$ cat config.mk
export PLATFORM = sky130hd
export DESIGN_NAME = epirq_flags
export DESIGN_NICKNAME = d
export VERILOG_FILES = /design/src/rtl/epirq_pkg.sv /design/src/rtl/epirq_flags.sv
export SDC_FILE = /design/constraint.sdc
export NUM_CORES = 1
export LEC_CHECK = 0
export ABC_AREA = 1
export BUFFER_PORTS_ARGS = -buffer_cell sky130_fd_sc_hd__buf_2
export CAP_MARGIN = 0
export CORE_ASPECT_RATIO = 1.2
export CORE_UTILIZATION = 48
export CTS_CLUSTER_SIZE = 25
export DETAILED_ROUTE_END_ITERATION = 7
export GPL_ROUTABILITY_DRIVEN = 1
export PLACE_DENSITY_LB_ADDON = 0.05
export SYNTH_ARGS = -nofsm -noshare
export SYNTH_HDL_FRONTEND = slang
export SYNTH_SLANG_ARGS = --single-unit
$ cat constraint.sdc
create_clock -name i_clk -period 1.3 [get_ports i_clk]
set_clock_uncertainty 0.15 [all_clocks]
set_input_delay 0.13 -clock i_clk [delete_from_list [all_inputs] [get_ports i_clk]]
set_output_delay 0.13 -clock i_clk [all_outputs]
set_load 0.02 [all_outputs]
$ cat src/rtl/epirq_pkg.sv
package epirq_pkg;

  // Register word addresses on the Avalon-MM slave (word index).
  localparam logic [2:0] ADDR_CTRL3   = 3'h0;
  localparam logic [2:0] ADDR_FLAGS1  = 3'h1;
  localparam logic [2:0] ADDR_GLOBAL  = 3'h2;
  localparam logic [2:0] ADDR_EDGE    = 3'h3;
  localparam logic [2:0] ADDR_PENABLE = 3'h4;
  localparam logic [2:0] ADDR_PPRIO   = 3'h5;
  localparam logic [2:0] ADDR_ESTAT   = 3'h6;
  localparam logic [2:0] ADDR_EMASK   = 3'h7;

  // Field positions in the third control register.
  localparam int CTRL3_EXT2_PRIO = 7;
  localparam int CTRL3_EXT1_PRIO = 6;
  localparam int CTRL3_EN_LSB    = 3;
  localparam int CTRL3_FLAG_LSB  = 0;

  // Field positions in the first peripheral flag register.
  localparam int FLAGS1_PARALLEL = 7;
  localparam int FLAGS1_ADC      = 6;
  localparam int FLAGS1_RX       = 5;
  localparam int FLAGS1_TX       = 4;
  localparam int FLAGS1_SYNC     = 3;
  localparam int FLAGS1_CAPCOMP  = 2;
  localparam int FLAGS1_TIMER2   = 1;
  localparam int FLAGS1_TIMER1   = 0;

  // Bits of the edge select register: ext1 at 0, ext2 at 1, ext3 at 2.
  localparam logic [7:0] CTRL3_RESET  = 8'hc0;
  localparam logic [7:0] FLAGS1_RESET = 8'h00;
  localparam logic [2:0] EDGE_RESET   = 3'h7;
  localparam logic [7:0] PPRIO_RESET  = 8'hff;
  localparam logic [7:0] EXT3_PRIO_RESET = 8'h01;

  // Flags that software may clear; the two serial flags follow the buffers.
  localparam logic [7:0] FLAGS1_SW_MASK = 8'hcf;

  // Capture/compare unit modes.
  typedef enum logic [1:0] {
    EPIRQ_CC_OFF,
    EPIRQ_CC_CAPTURE,
    EPIRQ_CC_COMPARE,
    EPIRQ_CC_PWM
  } epirq_ccmode_e;

endpackage

$ cat src/rtl/epirq_flags.sv
`timescale 1ns/100ps
module epirq_flags (
  input  wire logic                   i_clk,
  input  wire logic                   i_arst_n,
  input  wire logic [2:0]             i_avs_address,
  input  wire logic                   i_avs_read,
  input  wire logic                   i_avs_write,
  input  wire logic [31:0]            i_avs_writedata,
  input  wire logic [3:0]             i_avs_byteenable,
  output logic      [31:0]            o_avs_readdata,
  output logic                        o_avs_waitrequest,
  input  wire logic [2:0]             i_ext_pin,
  input  wire logic                   i_large_variant,
  input  wire logic                   i_mcu_mode,
  input  wire logic                   i_psp_access,
  input  wire logic                   i_adc_done,
  input  wire logic                   i_rx_buffer_full,
  input  wire logic                   i_rx_buffer_read,
  input  wire logic                   i_tx_buffer_empty,
  input  wire logic                   i_tx_buffer_write,
  input  wire logic                   i_sync_done,
  input  wire epirq_pkg::epirq_ccmode_e i_cc_mode,
  input  wire logic                   i_cc_capture,
  input  wire logic                   i_cc_compare,
  input  wire logic                   i_timer2_match,
  input  wire logic                   i_timer1_overflow,
  output logic                        o_irq_high,
  output logic                        o_irq_low,
  output logic                        o_irq
);
  import epirq_pkg::*;

  typedef struct packed {
    logic [7:0]  ctrl3;
    logic [7:0]  flags1;
    logic        global_irq_enable;
    logic [2:0]  edge_sel;
    logic [7:0]  penable;
    logic [7:0]  pprio;
    logic        ext3_priority;
    logic [7:0]  estat;
    logic [7:0]  emask;
    logic [2:0]  pin_q;
    logic        rx_q;
    logic        tx_q;
    logic        ack;
    logic [31:0] rdata;
  } epirq_state_s;

  epirq_state_s st_q;
  epirq_state_s st_d;

  // Byte-lane-gated write strobe; only lane 0 carries register data.
  function automatic logic wr_hit(input logic [2:0] a, input logic [2:0] target,
                                  input logic we, input logic be0);
    wr_hit = we && be0 && (a == target);
  endfunction

  // Write-one-to-clear with set priority over the clear.
  function automatic logic [7:0] w1c(input logic [7:0] cur, input logic [7:0] clr,
                                     input logic [7:0] set);
    w1c = (cur & ~clr) | set;
  endfunction

  logic        access;
  logic        ctrl3_wr;
  logic        flags1_wr;
  logic [2:0]  ext_event;
  logic [7:0]  periph_set;
  logic [7:0]  new_flags1;
  logic [7:0]  new_ctrl3;
  logic [10:0] pend_hi;
  logic [10:0] pend_lo;
  logic [10:0] srcs;
  logic [10:0] ens;
  logic [10:0] prios;
  logic [7:0]  ev_set;
  logic [7:0]  wd;

  // One wait state: the request is answered on the second edge it is held.
  assign access            = i_avs_read | i_avs_write;
  assign o_avs_waitrequest = access & ~st_q.ack;
  assign o_avs_readdata    = st_q.rdata;
  assign wd                = i_avs_writedata[7:0];

  always_comb begin
    st_d = st_q;
    st_d.ack = access & ~st_q.ack;
    ctrl3_wr  = wr_hit(i_avs_address, ADDR_CTRL3, i_avs_write & st_q.ack,
                       i_avs_byteenable[0]);
    flags1_wr = wr_hit(i_avs_address, ADDR_FLAGS1, i_avs_write & st_q.ack,
                       i_avs_byteenable[0]);

    // Edge detect on the synchronous pins, polarity per select bit.
    st_d.pin_q = i_ext_pin;
    for (int i = 0; i < 3; i++) begin
      ext_event[i] = st_q.edge_sel[i] ? (i_ext_pin[i] & ~st_q.pin_q[i])
                                      : (~i_ext_pin[i] & st_q.pin_q[i]);
    end

    // Peripheral set terms; none looks at any enable bit.
    periph_set = 8'h00;
    periph_set[FLAGS1_PARALLEL] = i_psp_access & (~i_large_variant | i_mcu_mode);
    periph_set[FLAGS1_ADC]      = i_adc_done;
    periph_set[FLAGS1_SYNC]     = i_sync_done;
    periph_set[FLAGS1_CAPCOMP]  = (i_cc_mode == EPIRQ_CC_CAPTURE && i_cc_capture) ||
                                  (i_cc_mode == EPIRQ_CC_COMPARE && i_cc_compare);
    periph_set[FLAGS1_TIMER2]   = i_timer2_match;
    periph_set[FLAGS1_TIMER1]   = i_timer1_overflow;

    // Software writes zero to clear; a coincident event still sets.
    new_flags1 = st_q.flags1;
    if (flags1_wr) begin
      new_flags1 = (st_q.flags1 & (wd | ~FLAGS1_SW_MASK));
    end
    new_flags1 = new_flags1 | (periph_set & FLAGS1_SW_MASK);
    // Serial flags track buffer state; a read or write drops them at once.
    new_flags1[FLAGS1_RX] = i_rx_buffer_full & ~i_rx_buffer_read;
    new_flags1[FLAGS1_TX] = i_tx_buffer_empty & ~i_tx_buffer_write;
    st_d.flags1 = new_flags1;

    new_ctrl3 = st_q.ctrl3;
    if (ctrl3_wr) begin
      new_ctrl3[7:6] = wd[7:6];
      new_ctrl3[5:3] = wd[5:3];
      new_ctrl3[2:0] = st_q.ctrl3[2:0] & wd[2:0];
    end
    new_ctrl3[2:0] = new_ctrl3[2:0] | ext_event;
    st_d.ctrl3 = new_ctrl3;

    // Registers of the wider unit that this block needs to route requests.
    if (wr_hit(i_avs_address, ADDR_GLOBAL, i_avs_write & st_q.ack, i_avs_byteenable[0])) begin
      st_d.global_irq_enable = wd[0];
      st_d.ext3_priority     = wd[1];
    end
    if (wr_hit(i_avs_address, ADDR_EDGE, i_avs_write & st_q.ack, i_avs_byteenable[0])) begin
      st_d.edge_sel = wd[2:0];
    end
    if (wr_hit(i_avs_address, ADDR_PENABLE, i_avs_write & st_q.ack, i_avs_byteenable[0])) begin
      st_d.penable = wd;
    end
    if (wr_hit(i_avs_address, ADDR_PPRIO, i_avs_write & st_q.ack, i_avs_byteenable[0])) begin
      st_d.pprio = wd;
    end
    if (wr_hit(i_avs_address, ADDR_EMASK, i_avs_write & st_q.ack, i_avs_byteenable[0])) begin
      st_d.emask = wd;
    end

    // Request routing over all eleven sources.
    srcs  = {st_q.flags1, st_q.ctrl3[2:0]};
    ens   = {st_q.penable, st_q.ctrl3[5:3]};
    prios = {st_q.pprio, st_q.ext3_priority, st_q.ctrl3[7], st_q.ctrl3[6]};
    pend_hi = srcs & ens & prios & {11{st_q.global_irq_enable}};
    pend_lo = srcs & ens & ~prios & {11{st_q.global_irq_enable}};

    // Event status: bit 0 high request rose, bit 1 low request rose.
    ev_set = {6'h00, (|pend_lo) & ~st_q.rx_q, (|pend_hi) & ~st_q.tx_q};
    st_d.rx_q = |pend_lo;
    st_d.tx_q = |pend_hi;
    if (wr_hit(i_avs_address, ADDR_ESTAT, i_avs_write & st_q.ack, i_avs_byteenable[0])) begin
      st_d.estat = w1c(st_q.estat, wd, ev_set);
    end else begin
      st_d.estat = st_q.estat | ev_set;
    end

    // Read data captured on the wait-state edge, before the answering edge.
    if (i_avs_read && !st_q.ack) begin
      case (i_avs_address)
        ADDR_CTRL3:   st_d.rdata = {24'h000000, st_q.ctrl3};
        ADDR_FLAGS1:  st_d.rdata = {24'h000000, st_q.flags1};
        ADDR_GLOBAL:  st_d.rdata = {30'h00000000, st_q.ext3_priority, st_q.global_irq_enable};
        ADDR_EDGE:    st_d.rdata = {29'h00000000, st_q.edge_sel};
        ADDR_PENABLE: st_d.rdata = {24'h000000, st_q.penable};
        ADDR_PPRIO:   st_d.rdata = {24'h000000, st_q.pprio};
        ADDR_ESTAT:   st_d.rdata = {24'h000000, st_q.estat};
        ADDR_EMASK:   st_d.rdata = {24'h000000, st_q.emask};
        default:      st_d.rdata = 32'h00000000;
      endcase
    end
  end

  // All state updates on every edge; reset loads constants only.
  always_ff @(posedge i_clk or negedge i_arst_n) begin
    if (!i_arst_n) begin
      st_q <= '{ctrl3: CTRL3_RESET, flags1: FLAGS1_RESET, global_irq_enable: 1'b0,
                edge_sel: EDGE_RESET, penable: 8'h00, pprio: PPRIO_RESET,
                ext3_priority: EXT3_PRIO_RESET[0], estat: 8'h00, emask: 8'h00,
                pin_q: 3'h0, rx_q: 1'b0, tx_q: 1'b0, ack: 1'b0, rdata: 32'h00000000};
    end else begin
      st_q <= st_d;
    end
  end

  // Core request lines are level outputs from the flag registers.
  assign o_irq_high = st_q.tx_q;
  assign o_irq_low  = st_q.rx_q;
  assign o_irq      = |(st_q.estat & st_q.emask);

endmodule // epirq_flags

Yosys cells after proc, flatten, opt, wreduce, memory -nomap -nowiden
Cells that the tools add are included.
{"block": "totals", "inputBits": 61, "ff_bits": 91}
{"block": "op_classes", "n_mux": 7, "reduce_logical": 18, "n_eq_ne": 9, "n_bitwise": 42}
{"operator": "$pmux 32 s8", "count": 1}
{"operator": "$and 11x11->11", "count": 5}
{"operator": "$and 8x8->8", "count": 3}
{"operator": "$reduce_or 11->1", "count": 2}
{"operator": "$mux 8", "count": 2}
{"operator": "$or 8x2->8", "count": 2}
{"operator": "$and 1x1->1", "count": 13}
{"operator": "$eq 3x3->1 const B", "count": 4}
{"operator": "$logic_and 1x1->1", "count": 12}
{"operator": "$not 1->1", "count": 12}
{"operator": "$not 11->11", "count": 1}
{"operator": "$not 8->8", "count": 1}
{"operator": "$or 8x8->8", "count": 1}
{"operator": "$reduce_or 8->1", "count": 1}
{"operator": "$eq 3x2->1 const B", "count": 2}
{"operator": "$and 3x3->3", "count": 1}
{"operator": "$eq 3x1->1 const B", "count": 1}
{"operator": "$logic_not 3->1", "count": 1}
{"operator": "$mux 1", "count": 3}
{"operator": "$mux 3", "count": 1}
{"operator": "$or 3x3->3", "count": 1}
{"operator": "$eq 2x1->1 const B", "count": 1}
{"operator": "$eq 2x2->1 const B", "count": 1}
{"operator": "$or 1x1->1", "count": 2}
{"operator": "other kinds (2)", "count": 2}

Logic depth before layout (Yosys ltp)
{"block": "logic_depth", "depth_word": 7, "depth_mapped": 10, "depth_no_buf": 9}

Least setup slack after synthesis
Ideal clock, no wire load.
{"block": "synth_timing", "path_type": "register to register", "from": "register st_q[32] (netlist name)", "to": "register st_q[46] (netlist name)", "setup_slack_ns": -0.020, "path_stages_with_launch": 8, "setup_ns": 0.119, "period_less_slack_ns": 1.320, "arrival_time_ns": 1.052, "cell_sequence": "dfrtp_1 > nand2_1 > nor2_4 > inv_2 > nor2_4 > inv_2 > o21ai_1 > nand2_1"}
{"item": "from (decl)", "line_no": "epirq_flags.sv:50", "text": "epirq_state_s st_q;"}
{"item": "from (signal assigned)", "line_no": "epirq_flags.sv:185", "text": "st_q <= '{ctrl3: CTRL3_RESET, flags1: FLAGS1_RESET, global_irq_enable: 1'b0,"}
{"item": "from (signal assigned)", "line_no": "epirq_flags.sv:190", "text": "st_q <= st_d;"}

Worst setup path after layout
{"block": "layout_timing", "from": "register st_q[49] (netlist name)", "to": "output o_irq"}
{"block": "layout_between", "elab_chain_len": 2}
{"item": "$and 8x8->8", "line_no": "epirq_flags.sv:197", "text": "assign o_irq = |(st_q.estat & st_q.emask);"}
{"item": "$reduce_or 8->1", "line_no": "epirq_flags.sv:197"}
{"item": "to (decl)", "line_no": "epirq_flags.sv:29", "text": "output logic o_irq"}
Every way passes these cells.

==> metrics list <==
- The flow ran to the end, but the final reports show violations.
* Violated checks: negative hold slack, negative setup slack
* Max-cap violations: 0
* Final routed DRC violation total: 0
- Final setup violation count: 55
- Setup repair after global routing could not meet its margin everywhere.
- GRT Util Overall: a little under a third
- TritonCTS built the clock tree.
- TritonCTS created 9 clock buffers.
- The longest clock path from root to sink contains 2 buffers.
* Per-cell via count in the routed design: 5.20
- N_diodes: 0
- Startpoint of the tightest hold check path: i_avs_write
* Endpoint required time on the critical path: just over 1000 ps
* Standard cell core area: slightly above 7000 um2
- The first global-routing pass estimated 17600 um of wire.
- Prior to clock tree synthesis, the placed netlist has a worst setup slack of -164 ps.
- The finished cells cover around 5400 um2.
- Wires add up to 11200 um.
* Fin worst setup slack: -394 ps
- The synthesized design contains 0 enable-type register cells.
- Number of buffers inserted by port buffering: 45
* Post-route total power: between 6 and 7 mW
* Kind of cell with the highest combined delay on the critical path: flip-flops
* Post-detailed-placement cell area: between 4000 and 5000 um2
- Power Dens Cells: about 1200 nW/um2
* Starting Density: roughly 50%
- Post-layout util: approximately three quarters
- Portion of the clock cycle consumed by the worst path in the final layout: 130%
- The post-route netlist has between 40% and 50% of its cells at a drive strength greater than 1.
- Minimum hold slack: -77.7 ps
* Setup_tns: -6400 ps
- Crit end category: primary output
* Worst setup path class: flop to primary output
* HP Class: input pin to flop
- The critical path starts at st_q[49]$_DFFE_PN0N_.
* Async set or reset register ratio after synthesis: 100%
- Placer congestion estimate: 0.951
- A synthesized cell averages about 8.1 um2.
- The floorplan step set the die height to between 90 and 100 um.
- After the last flow step, the layout net total stands at about 640.
* Total half-perimeter wirelength after legalization and detailed placement: about 7200 um
* # placed instances: approximately 610
- At the worst endpoint, the arrival time is approximately 1400 ps.
* Initial antenna violation count: 0
* Largest vdd supply drop: between 0.0008 and 0.0009 V
- Entering global routing, the biggest net connects about 70 pins.
- Detail-routed net length per standard cell: 16.6 um
* Post-synthesis instance total: 446
- Excluding fillers, the count of instances in the completed layout stands at 672.
- Traced cell by cell, the critical path runs through a22o_1 > a21oi_2 > nand4_1 > buf_2.
- Count of filler cells inserted in the layout: ~540
* Synthesis-stage register bit count: 67
- Source-to-sink clock delay at the later pin of the worst-skew pair: 340 ps
- Reported leakage power: between 2 and 3 nW
- Count of boundary I/O pins: a little under 100
* Distinct cell type count after synthesis: 28
- Yosys warnings: 0
- Along the worst path, the maximum fanout reaches 2.
- The die is roughly 81 um wide.
- Synth-to-Final Area Change: 51.3%
* Clock tree sinks: 67
* Critical R2R Launch: st_q[32]$_DFF_PN0_
- The via count of the first global-routing pass came to around 3400.
- Count of final hold-check violations: 1
- Maximum clock rate: around 0.59 GHz
* CTS Root Cell: sky130_fd_sc_hd__clkbuf_8
- The worst setup path is launched from a flop.
* Flip-flop cell with the highest count after synthesis: sky130_fd_sc_hd__dfrtp_1
* Total via count in the routed design: between 3000 and 4000
- The die covers a little under 8000 um2.
* Number of design-rule violations left by the first detailed-router iteration: approximately 270
- Final-report max-slew violation count: 0
* Fin crit period: approximately 1700 ps
* Critical path's slowest cell: sky130_fd_sc_hd__dfrtp_1
* Std cell rows: 34
- Biggest cell delay along the critical path: about 400 ps
- Crit path buf inv count: 1
- Clock H-tree levels: 3
- Sum of overflow across all layers after global routing: 0
- Summing the sequential cell areas from Yosys gives 47.1% of the chip area.
- Post-DRT Antenna Nets: 0
* Register clock-pin slew on the reported worst setup and hold paths: approximately 70 ps
- Area of the mapped netlist: approximately 3600 um2
- Detailed-router iteration count before antenna repair: 5
worst reg2reg max path, delay by kind of cell, from the launching register on:
family	cells	cell delay [ps]
AO/OA/AOI/OAI	1	50
buffers and inverters	3	460
flip-flops	1	380
AND/OR/NAND/NOR	4	320
cell families after synthesis:
family	count (synthesis)	share of synthesized area, %
buffers and inverters	95	14.7
other	1	0.104
AND/OR/NAND/NOR	194	24.9
AO/OA/AOI/OAI	89	13.3
flip-flops	67	47.1
layout by cell type, fill, tap and decap left out, types with 2 or more instances in the layout:
| cell type | instances |
|---|---|
| sky130_fd_sc_hd__clkbuf_8 | 11 |
| sky130_fd_sc_hd__a21oi_2 | 3 |
| sky130_fd_sc_hd__o21bai_4 | 2 |
| sky130_fd_sc_hd__nand2_8 | 3 |
| sky130_fd_sc_hd__nor2_4 | 5 |
| sky130_fd_sc_hd__dlygate4sd3_1 | 27 |
| sky130_fd_sc_hd__buf_6 | 13 |
| sky130_fd_sc_hd__dfstp_2 | 14 |
| sky130_fd_sc_hd__o21ai_0 | 9 |
| sky130_fd_sc_hd__buf_4 | 37 |
| sky130_fd_sc_hd__buf_12 | 14 |
| sky130_fd_sc_hd__o211ai_1 | 3 |
| sky130_fd_sc_hd__nor2_1 | 21 |
| sky130_fd_sc_hd__nand2_1 | 68 |
| sky130_fd_sc_hd__buf_8 | 2 |
| sky130_fd_sc_hd__clkbuf_1 | 3 |
| sky130_fd_sc_hd__a21boi_2 | 3 |
| sky130_fd_sc_hd__nand3_1 | 25 |
| sky130_fd_sc_hd__buf_16 | 2 |
| sky130_fd_sc_hd__o21ai_4 | 3 |
| sky130_fd_sc_hd__nand3_2 | 8 |
| sky130_fd_sc_hd__conb_1 | 24 |
| sky130_fd_sc_hd__dfrtp_1 | 53 |
| sky130_fd_sc_hd__nand4_1 | 16 |
| sky130_fd_sc_hd__nand2_4 | 11 |
| sky130_fd_sc_hd__inv_2 | 5 |
| sky130_fd_sc_hd__nand2_2 | 28 |
| sky130_fd_sc_hd__buf_2 | 45 |
| sky130_fd_sc_hd__o21ai_2 | 29 |
| sky130_fd_sc_hd__o21ai_1 | 30 |
| sky130_fd_sc_hd__nor2_2 | 5 |
| sky130_fd_sc_hd__inv_1 | 44 |
registers in the layout, summed over array words and instances, names as in the netlist:
name and count:
ens 11, o_irq_high 1, srcs 11, prios 11, st_q 24, o_irq_low 1
o_avs_readdata 8
report_power, final:
group	internal, mW	switching, mW
combinational	0.894	1.11
sequential	2.51	0.305
clock	0.992	0.787
total	4.40	2.20
cell type report:
type / instances / area (um2) / area share, %
Clock inverter: 2 / 35.0 / 0.644
Inverter: 51 / 206 / 3.79
Tap cell: 90 / 113 / 2.07
Sequential cell: 67 / 1690 / 31.1
Timing Repair Buffer: 141 / 1310 / 24.1
Multi-Input combinational cell: 307 / 1920 / 35.3
Clock buffer: 14 / 163 / 2.99
timing repair:
action,in CTS,in global routing
resized for setup,72,76
setup endpoints to repair,63,64
setup buffers,8,2
pin swaps,10,14
gates cloned,4,1
endpoints found under the hold margin,107,2
hold buffers,27,1
worst paths after layout:
kind / end / slack (ps) / depth (start not counted)
max in group asynchronous: prios[6]$_DFFE_PN1P_ / 470 / 3
min in group asynchronous: srcs[9]$_DFF_PN0_ / 160 / 3
min reg2reg: o_avs_readdata[5]$_DFFE_PN0P_ / 320 / 2
max: o_irq / -390 / 4
min: st_q[32]$_DFF_PN0_ / -80 / 3
max reg2reg: ens[4]$_DFFE_PN0P_ / -170 / 8
synthesized netlist by cell type (3+ instances only):
cell type / instances / share of area [%]
sky130_fd_sc_hd__o211ai_1: 3 / 0.63
sky130_fd_sc_hd__nand3_1: 31 / 4.3
sky130_fd_sc_hd__buf_2: 5 / 0.70
sky130_fd_sc_hd__nor2_1: 27 / 2.8
sky130_fd_sc_hd__a21oi_1: 5 / 0.70
sky130_fd_sc_hd__dfstp_2: 14 / 10
sky130_fd_sc_hd__inv_1: 44 / 4.6
sky130_fd_sc_hd__o21bai_1: 3 / 0.63
sky130_fd_sc_hd__inv_2: 6 / 0.63
sky130_fd_sc_hd__o21ai_1: 56 / 7.8
sky130_fd_sc_hd__nor2_4: 3 / 0.94
sky130_fd_sc_hd__nand4_1: 16 / 2.8
sky130_fd_sc_hd__nand2_1: 106 / 11
sky130_fd_sc_hd__dfrtp_1: 53 / 37
sky130_fd_sc_hd__a21boi_1: 4 / 0.84
sky130_fd_sc_hd__buf_4: 35 / 7.3
sky130_fd_sc_hd__nand3_2: 3 / 0.84
sky130_fd_sc_hd__o21ai_0: 15 / 2.1
sky130_fd_sc_hd__buf_6: 4 / 1.3
sky130_fd_sc_hd__nand2_2: 4 / 0.70
metal layers:
layer | up-vias | wire length [um] | GRT usage, %
met5 | - | 0 | 0
met4 | 0 | 260 | 8.38
met3 | 20 | 568 | 6.32
met2 | 128 | 5660 | 50.0
met1 | 1679 | 4700 | 41.0
li1 | 1668 | - | -
Note: power is estimated with default switching activity, not from simulation.
